<file path="config.mk">
export PLATFORM = sky130hd
export DESIGN_NAME = fps_unit
export DESIGN_NICKNAME = d
export VERILOG_FILES = /design/src/rtl/fps_pkg.sv /design/src/rtl/fps_unit.sv
export VERILOG_INCLUDE_DIRS = /design/src /design/src/rtl
export SDC_FILE = /design/constraint.sdc
export NUM_CORES = 1
export LEC_CHECK = 0
export ABC_AREA = 0
export BUFFER_PORTS_ARGS = -buffer_cell sky130_fd_sc_hd__buf_2
export CAP_MARGIN = 0
export CORE_ASPECT_RATIO = 1.5
export CORE_MARGIN = 1.5
export CORE_UTILIZATION = 44
export DETAILED_ROUTE_END_ITERATION = 10
export PLACE_DENSITY = 0.81
export SLEW_MARGIN = 20
export SYNTH_ARGS = -nofsm -noshare
export SYNTH_HDL_FRONTEND = slang
export SYNTH_SLANG_ARGS = --single-unit
</file>
<file path="constraint.sdc">
create_clock -name clk_i -period 2.7 [get_ports clk_i]
set_clock_uncertainty 0.05 [all_clocks]
set_input_delay 0.405 -clock clk_i [delete_from_list [all_inputs] [get_ports clk_i]]
set_output_delay 0.405 -clock clk_i [all_outputs]
set_load 0.03 [all_outputs]
</file>
<file path="src/rtl/fps_params.svh">
// constants of the program memory protection and security unit
//
// Contract
// [RQ1] refuse program and erase inside a top region on 512-byte boundary to 0xffff
// [RQ2] load working protection register from nonvolatile protection byte after reset
// [RQ3] working protection register takes writes only from background debug
// [RQ4] last unprotected address is select bits on top, ones below
// [RQ5] protection enabled only while protection-disable bit 0 is zero
// [RQ6] vector locations are protected whenever any protection is enabled
// [RQ7] redirection needs redirect-disable bit of option byte at 0xffbf zero
// [RQ8] redirection only when part, not all, of memory is protected
// [RQ9] redirect vector fetches 0xffc0 to 0xfffd, never the reset vector
// [RQ10] redirected fetch uses same low offset just below protected region
// [RQ11] while secure, unsecured or debug memory accesses: writes dropped, reads zero
// [RQ12] copy nonvolatile option byte into working option register at reset
// [RQ13] only security pattern 1:0 means unsecured
// [RQ14] on-chip debug module cannot be enabled while secure
// [RQ15] key-enable bit zero disables the backdoor key
// [RQ16] with key-access set, key location writes are comparison values
// [RQ17] software writes eight key bytes in order, never on adjacent cycles
// [RQ18] clearing key-access after eight matching bytes sets security to 1:0
// [RQ19] any mismatching key byte leaves security unchanged
// [RQ20] key writes count only from secure code, not from background debug
// [RQ21] passing blank check disengages security until reset
// [RQ22] secure debug program or page erase command codes flag access error
`ifndef FPS_PARAMS_SVH
`define FPS_PARAMS_SVH

`define FPS_NONVOLATILE_PROTECTION_BYTE_ADDR   16'hffbd
`define FPS_NONVOLATILE_OPTION_BYTE_ADDR    16'hffbf
`define FPS_KEY_BASE      16'hffb0
`define FPS_VEC_LO        16'hffc0
`define FPS_VEC_HI        16'hfffd
`define FPS_FLASH_BASE    16'he000
`define FPS_PAGE_FILL     9'h1ff
`define FPS_PROT_DIS_BIT  0
`define FPS_NORED_BIT     6
`define FPS_KEY_ENABLE_BIT_BIT     7
`define FPS_SEC_UNSEC     2'b10
`define FPS_PROT_RESET    8'hff
`define FPS_OPT_RESET     8'hff
`define FPS_KEY_LEN       4'd8
`define FPS_CMD_BYTE_PROG 8'h20
`define FPS_CMD_BURST     8'h25
`define FPS_CMD_PAGE_ERA  8'h40

`endif

</file>
<file path="src/rtl/fps_pkg.sv">
// types of the program memory protection and security unit
package fps_pkg;
	typedef enum logic [1:0] {
		FPS_LOAD = 2'b00,
		FPS_RUN  = 2'b01
	} fps_state_type;
endpackage

</file>
<file path="src/rtl/fps_unit.sv">
// program memory block protection, vector redirection and security unit
`timescale 1ns/1ps
`default_nettype none
`include "fps_params.svh"

module fps_unit (
	input  wire logic        clk_i,
	input  wire logic        reset_n_i,
	input  wire logic [7:0]  nv_prot_i,
	input  wire logic [7:0]  nv_opt_i,
	input  wire logic [63:0] nv_key_i,
	input  wire logic [15:0] bus_addr_i,
	input  wire logic [7:0]  bus_wdata_i,
	input  wire logic        bus_wr_i,
	input  wire logic        bus_rd_i,
	input  wire logic        bus_vec_fetch_i,
	input  wire logic        bus_mem_sel_i,
	input  wire logic        bus_src_bdm_i,
	input  wire logic        bus_src_secure_i,
	input  wire logic [7:0]  mem_rdata_i,
	input  wire logic        prot_wr_i,
	input  wire logic [7:0]  prot_wdata_i,
	input  wire logic        key_acc_wr_i,
	input  wire logic        key_acc_wdata_i,
	input  wire logic        cmd_wr_i,
	input  wire logic [7:0]  cmd_code_i,
	input  wire logic        pe_req_i,
	input  wire logic [15:0] pe_addr_i,
	input  wire logic        blank_done_i,
	input  wire logic        blank_ok_i,
	input  wire logic        dbg_en_req_i,
	output logic [15:0] mem_addr_o,
	output logic        mem_rd_o,
	output logic        mem_wr_o,
	output logic [7:0]  rd_data_o,
	output logic        pe_allow_o,
	output logic        pe_reject_o,
	output logic        access_err_o,
	output logic        dbg_enable_o,
	output logic        secure_o,
	output logic        prot_active_o,
	output logic        redirect_active_o,
	output logic        key_acc_o,
	output logic [7:0]  prot_o,
	output logic [7:0]  opt_o
);

	// ****************************************************************
	// state and working registers
	// ****************************************************************
	fps_pkg::fps_state_type state_reg;
	logic [7:0]  prot_reg;
	logic [7:0]  opt_reg;
	logic        key_acc_reg;
	logic [3:0]  key_cnt_reg;
	logic        key_ok_reg;
	logic        key_last_wr_reg;

	logic        run;
	logic        secure;
	logic        prot_en;
	logic [15:0] last_unprot;
	logic        all_prot;
	logic        redirect_en;
	logic        is_vector;
	logic        key_hit;
	logic        key_wr;
	logic        unlock_key;
	logic        unlock_blank;
	logic        blocked;
	logic [7:0]  key_byte;

	assign run = (state_reg == fps_pkg::FPS_RUN);

	// loads happen in the first cycle after release, never under reset
	always_ff @(posedge clk_i or negedge reset_n_i) begin
		if (!reset_n_i) begin
			state_reg <= fps_pkg::FPS_LOAD;
		end else begin
			case (state_reg)
				fps_pkg::FPS_LOAD: state_reg <= fps_pkg::FPS_RUN;
				fps_pkg::FPS_RUN:  state_reg <= fps_pkg::FPS_RUN;
				default:           state_reg <= fps_pkg::FPS_LOAD;
			endcase
		end
	end

	// ****************************************************************
	// protection decode
	// ****************************************************************
	assign prot_en     = ~prot_reg[`FPS_PROT_DIS_BIT]; // RQ5
	assign last_unprot = {prot_reg[7:1], `FPS_PAGE_FILL}; // RQ4
	// region can reach below the array base with seven select bits; that case counts as all protected
	assign all_prot    = prot_en && (last_unprot < `FPS_FLASH_BASE);
	assign redirect_en = ~opt_reg[`FPS_NORED_BIT] && prot_en && !all_prot; // RQ7 RQ8
	assign is_vector   = (bus_addr_i >= `FPS_VEC_LO) && (bus_addr_i <= `FPS_VEC_HI); // RQ9

	always_ff @(posedge clk_i or negedge reset_n_i) begin
		if (!reset_n_i) begin
			prot_reg <= `FPS_PROT_RESET;
		end else if (!run) begin
			prot_reg <= nv_prot_i; // RQ2
		end else if (prot_wr_i && bus_src_bdm_i) begin
			prot_reg <= prot_wdata_i; // RQ3
		end
	end

	// ****************************************************************
	// security state
	// ****************************************************************
	assign secure       = (opt_reg[1:0] != `FPS_SEC_UNSEC); // RQ13
	assign unlock_blank = blank_done_i && blank_ok_i; // RQ21
	assign unlock_key   = key_acc_reg && key_acc_wr_i && !key_acc_wdata_i
		&& bus_src_secure_i && !bus_src_bdm_i
		&& opt_reg[`FPS_KEY_ENABLE_BIT_BIT] && key_ok_reg
		&& (key_cnt_reg == `FPS_KEY_LEN); // RQ15 RQ18 RQ19

	// only the security field changes after load; it sticks until reset
	always_ff @(posedge clk_i or negedge reset_n_i) begin
		if (!reset_n_i) begin
			opt_reg <= `FPS_OPT_RESET;
		end else if (!run) begin
			opt_reg <= nv_opt_i; // RQ12
		end else if (unlock_key || unlock_blank) begin
			opt_reg[1:0] <= `FPS_SEC_UNSEC; // RQ18 RQ21
		end
	end

	// ****************************************************************
	// backdoor key comparison
	// ****************************************************************
	assign key_hit  = (bus_addr_i[15:3] == 13'(`FPS_KEY_BASE >> 3));
	assign key_wr   = run && bus_wr_i && key_hit && key_acc_reg
		&& bus_src_secure_i && !bus_src_bdm_i; // RQ16 RQ20
	assign key_byte = nv_key_i[{key_cnt_reg[2:0], 3'b000} +: 8];

	always_ff @(posedge clk_i or negedge reset_n_i) begin
		if (!reset_n_i) begin
			key_acc_reg <= 1'b0;
		end else if (run && key_acc_wr_i && !bus_src_bdm_i) begin
			key_acc_reg <= key_acc_wdata_i;
		end
	end

	// bytes are taken in arrival order; an out-of-place address or a
	// back-to-back write spoils the whole sequence
	always_ff @(posedge clk_i or negedge reset_n_i) begin
		if (!reset_n_i) begin
			key_cnt_reg     <= 4'h0;
			key_ok_reg      <= 1'b1;
			key_last_wr_reg <= 1'b0;
		end else begin
			key_last_wr_reg <= key_wr;
			if (!key_acc_reg) begin
				key_cnt_reg <= 4'h0;
				key_ok_reg  <= 1'b1;
			end else if (key_wr) begin
				if (key_cnt_reg != `FPS_KEY_LEN) begin
					key_cnt_reg <= key_cnt_reg + 4'h1;
				end
				if ((bus_wdata_i != key_byte) || (bus_addr_i[2:0] != key_cnt_reg[2:0])
					|| key_last_wr_reg || (key_cnt_reg == `FPS_KEY_LEN)) begin
					key_ok_reg <= 1'b0; // RQ17 RQ19
				end
			end
		end
	end

	// ****************************************************************
	// memory access path
	// ****************************************************************
	assign blocked = secure && bus_mem_sel_i && (bus_src_bdm_i || !bus_src_secure_i); // RQ11

	always_ff @(posedge clk_i or negedge reset_n_i) begin
		if (!reset_n_i) begin
			mem_addr_o <= 16'h0000;
			mem_rd_o   <= 1'b0;
			mem_wr_o   <= 1'b0;
		end else begin
			mem_rd_o <= run && bus_rd_i && !blocked;
			mem_wr_o <= run && bus_wr_i && !blocked && !(key_hit && key_acc_reg); // RQ11 RQ16
			if (bus_vec_fetch_i && redirect_en && is_vector) begin
				mem_addr_o <= {last_unprot[15:6], bus_addr_i[5:0]}; // RQ9 RQ10
			end else begin
				mem_addr_o <= bus_addr_i;
			end
		end
	end

	// read data lags the strobe by one cycle; zero for blocked reads
	always_ff @(posedge clk_i or negedge reset_n_i) begin
		if (!reset_n_i) begin
			rd_data_o <= 8'h00;
		end else begin
			rd_data_o <= (run && bus_rd_i && !blocked) ? mem_rdata_i : 8'h00; // RQ11
		end
	end

	// ****************************************************************
	// program and erase gating
	// ****************************************************************
	always_ff @(posedge clk_i or negedge reset_n_i) begin
		if (!reset_n_i) begin
			pe_allow_o  <= 1'b0;
			pe_reject_o <= 1'b0;
		end else begin
			if (run && pe_req_i && prot_en
				&& ((pe_addr_i > last_unprot) || (pe_addr_i >= `FPS_VEC_LO))) begin
				pe_allow_o  <= 1'b0;
				pe_reject_o <= 1'b1; // RQ1 RQ6
			end else begin
				pe_allow_o  <= run && pe_req_i;
				pe_reject_o <= 1'b0;
			end
		end
	end

	always_ff @(posedge clk_i or negedge reset_n_i) begin
		if (!reset_n_i) begin
			access_err_o <= 1'b0;
		end else begin
			access_err_o <= run && cmd_wr_i && bus_src_bdm_i && secure
				&& ((cmd_code_i == `FPS_CMD_BYTE_PROG) || (cmd_code_i == `FPS_CMD_BURST)
				|| (cmd_code_i == `FPS_CMD_PAGE_ERA)); // RQ22
		end
	end

	// ****************************************************************
	// debug enable and status outputs
	// ****************************************************************
	always_ff @(posedge clk_i or negedge reset_n_i) begin
		if (!reset_n_i) begin
			dbg_enable_o <= 1'b0;
		end else begin
			dbg_enable_o <= run && dbg_en_req_i && !secure; // RQ14
		end
	end

	always_ff @(posedge clk_i or negedge reset_n_i) begin
		if (!reset_n_i) begin
			secure_o          <= 1'b1;
			prot_active_o     <= 1'b0;
			redirect_active_o <= 1'b0;
			key_acc_o         <= 1'b0;
			prot_o            <= `FPS_PROT_RESET;
			opt_o             <= `FPS_OPT_RESET;
		end else begin
			secure_o          <= secure;
			prot_active_o     <= run && prot_en;
			redirect_active_o <= run && redirect_en;
			key_acc_o         <= key_acc_reg;
			prot_o            <= prot_reg;
			opt_o             <= opt_reg;
		end
	end
endmodule

`default_nettype wire

</file>
==> impl_metrics.yaml <==
run_status:
  outcome: "completed"
timing:
  setup_violations: 0
  grt_setup_unrepaired: "no"
  final_hold_viol_count: 0
  slew_viol_final: 0
  whs_ns: 0.148
  tns_ns: 0
  worst_pin_slew_ns: 0.898
  max_freq_mhz: 462
  fin_crit_sh_pct: 80.2
  min_period_ns: 2.17
  relSlewSlack_pct: 40.1
worst_setup_path:
  start_kind: "flip-flop"
  crit_path_end_kind: "flip-flop"
  rrSetupSlack_ns: 0.53
  crit_type: "reg -> reg"
  worst-endpoint-arrival_ns: 2.36
  path_max_fanout: 14
  required_ns: 2.89
  reg2reg_depth: 7
  r2r-end: "key_ok_reg$_DFFE_PN1P_"
  r2r_start: "key_cnt_reg[0]$_DFFE_PN0P_"
cts:
  clkSinkCount: 74
  cts_setup_buffers: 0
  cts_hold_buf: 0
  cts_buffer_depth: 2
  cts_tree: "yes"
  clkTransAtPathRegs_ns: 0.06
  root_buffer: "clkbuf_16"
  cts_buffers: 9
  cts_resized: 0
  clk_latency_ns: 0.33
  htreeDepth: 3
placement:
  dp.cells: 577
  hpwl_um: 7410
  io_buffers: 209
  routabilityCongestion: 0.778
yosys:
  synth_cell_types: 51
  ys_ff_latch: 74
  synthCells: 278
  synth_async_sr_flop_share_pct: 100
  netlist_area_mm2: 0.00350
  yosys_warnings: 0
  synth_ff_type: "dfrtp_1"
  synth_edf_count: 0
  syn_avg_cell_area_um2: 12.6
  ys_seq_area_share_pct: 54.2
  synth_nets: 447
route:
  first_pass_iters: 4
  wl_per_cell_um: 15.7
  routed_wl_um: 9340
  vias: 3004
  drc: 0
  via_per_inst: 5.07
  ant_nets: 0
  drt_iter0_markers: 80
global_routing:
  grt_antenna_before_repair: 0
  grt.overflow.total: 0
  grt_max_degree: 75
  grt_pass1_vias: 3115
  grt_first_pass_wirelength_um: 14000
  grt_usage_pct: 22.0
power:
  p_leak_uw: 0.00253
  vdd_drop_max_mv: 0.539
  powerDensity_mw_per_mm2: 583
hold_path:
  min_to: "mem_addr_o[15]$_DFF_PN0_"
  hp-class: "in -> reg"
  hold_path_depth: 1
  hp-start: "bus_addr_i[15]"
floorplan:
  fp.dieW_um: 75.8
  ios: 210
  fp.dieH_um: 112
  floorplan.initialDensity_pct: 45.6
  core_mm2: 0.00766
  rows: 39
  die-area_mm2: 0.00850
final_layout:
  layout.nets: 655
  antenna_cells: 0
  drive_above_1_share_pct: 57.4
  top_register: "mem_addr_o"
  largest_reg_flops: 16
  area.growth.synth_to_final_pct: 40.8
  fin_cells: 593
run:
  maxCapViolCount: 0
-- synthesized netlist by cell type (2+ instances only) --
cell type  number  area share [%]
dfrtp_1        40              29
dfstp_2        34              26
mux2i_1        17             4.9
nand2_1        14             1.5
xnor2_1        13             3.3
inv_1          12             1.3
mux4_2         12             7.7
nor2_1         12             1.3
a21oi_1        11             1.6
clkbuf_1       11             1.2
and3_1         10             1.8
ha_1            9             3.2
nand3_1         8             1.1
nand4_1         8             1.4
nor2b_1         7             1.3
a211oi_1        4            0.86
and2_1          4            0.72
mux2_1          4             1.3
o21ai_1         4            0.57
a21o_1          3            0.64
mux2_2          3            0.97
nor4_1          3            0.54
a31oi_1         2            0.36
buf_1           2            0.21
buf_2           2            0.29
inv_2           2            0.21
mux4_1          2             1.5
o31ai_1         2            0.43
-- worst max-delay path, stage by stage, from the launching register on --
cell      delay [ns]
dfrtp_1         0.34
buf_4           0.25
mux4_1          0.59
mux2i_1         0.18
xnor2_1         0.11
nor4_2          0.27
nand4_1         0.14
o221ai_2        0.16
-- through the flow --
step           total power (uW)  setup WS (ns)  area, um2  utilization, %
2_1_floorplan              1520          0.757       3500               -
3_3_place_gp               1740          0.569       4630            60.5
3_5_place_dp               1760          0.488       4630            60.5
4_1_cts                    2900          0.485       4920            64.3
5_1_grt                    2990          0.383       4920            64.3
6_report                   2870          0.533       4920            64.3
-- cells by family after synthesis --
family	after synthesis	share of synthesized area, %
AND/OR/NAND/NOR	76	12.0
flip-flops	74	54.2
multiplexers	38	16.4
AO/OA/AOI/OAI	37	7.41
buffers and inverters	30	3.51
XOR/XNOR	13	3.26
adder cells (fa/ha/maj)	9	3.22
other	1	0.107
-- layout make-up --
| class | instances | area [um2] |
|---|---|---|
| Clock buffer | 12 | 268 |
| Clock inverter | 4 | 23.8 |
| Fill cell | 623 | 2740 |
| Inverter | 14 | 52.6 |
| Multi-Input combinational cell | 174 | 1480 |
| Sequential cell | 74 | 1890 |
| Tap cell | 102 | 128 |
| Timing Repair Buffer | 213 | 1080 |
-- power breakdown --
part,switching [uW],total (uW),internal (uW)
Sequential,41.2,1260,1220
Clock,429,1130,700
Combinational,273,475,202
-- worst max-delay path by stage --
stage | start | slack (ns) | cells past startpoint | to
final | key_cnt_reg[0]$_DFFE_PN0P_ | 0.53 | 7 | key_ok_reg$_DFFE_PN1P_
after detailed placement | key_cnt_reg[0]$_DFFE_PN0P_ | 0.49 | 7 | key_ok_reg$_DFFE_PN1P_
after floorplan | key_cnt_reg[0]$_DFFE_PN0P_ | 0.76 | 7 | key_ok_reg$_DFFE_PN1P_
after global routing | key_cnt_reg[0]$_DFFE_PN0P_ | 0.38 | 7 | key_ok_reg$_DFFE_PN1P_
after global placement | key_cnt_reg[0]$_DFFE_PN0P_ | 0.57 | 7 | key_ok_reg$_DFFE_PN1P_
after CTS | key_cnt_reg[0]$_DFFE_PN0P_ | 0.49 | 7 | key_ok_reg$_DFFE_PN1P_
-- cell usage in the layout (no fill, tap or decap), drive strengths merged, types with 5 or more instances in the layout --
cell    instances
nand3           8
and3           10
mux4           14
nor2b           7
ha              9
clkbuf         12
o21ai           5
nor2           12
a21oi          11
buf           213
dfstp          34
nand4           8
mux2i          17
inv            15
dfrtp          40
mux2            7
nand2          14
xnor2          13
-- metal layers --
| layer | routed length [um] | up-vias | part of all wire (%) | track usage [%] |
|---|---|---|---|---|
| met2 | 4950 | 157 | 53 | 40.1 |
| met5 | 0 | - | 0 | 0 |
| met4 | 193 | 0 | 2.1 | 8.45 |
| met3 | 841 | 18 | 9.0 | 6.73 |
| li1 | - | 1428 | - | - |
| met1 | 3350 | 1401 | 36 | 22.4 |
Power figures use the tool's default switching activity.
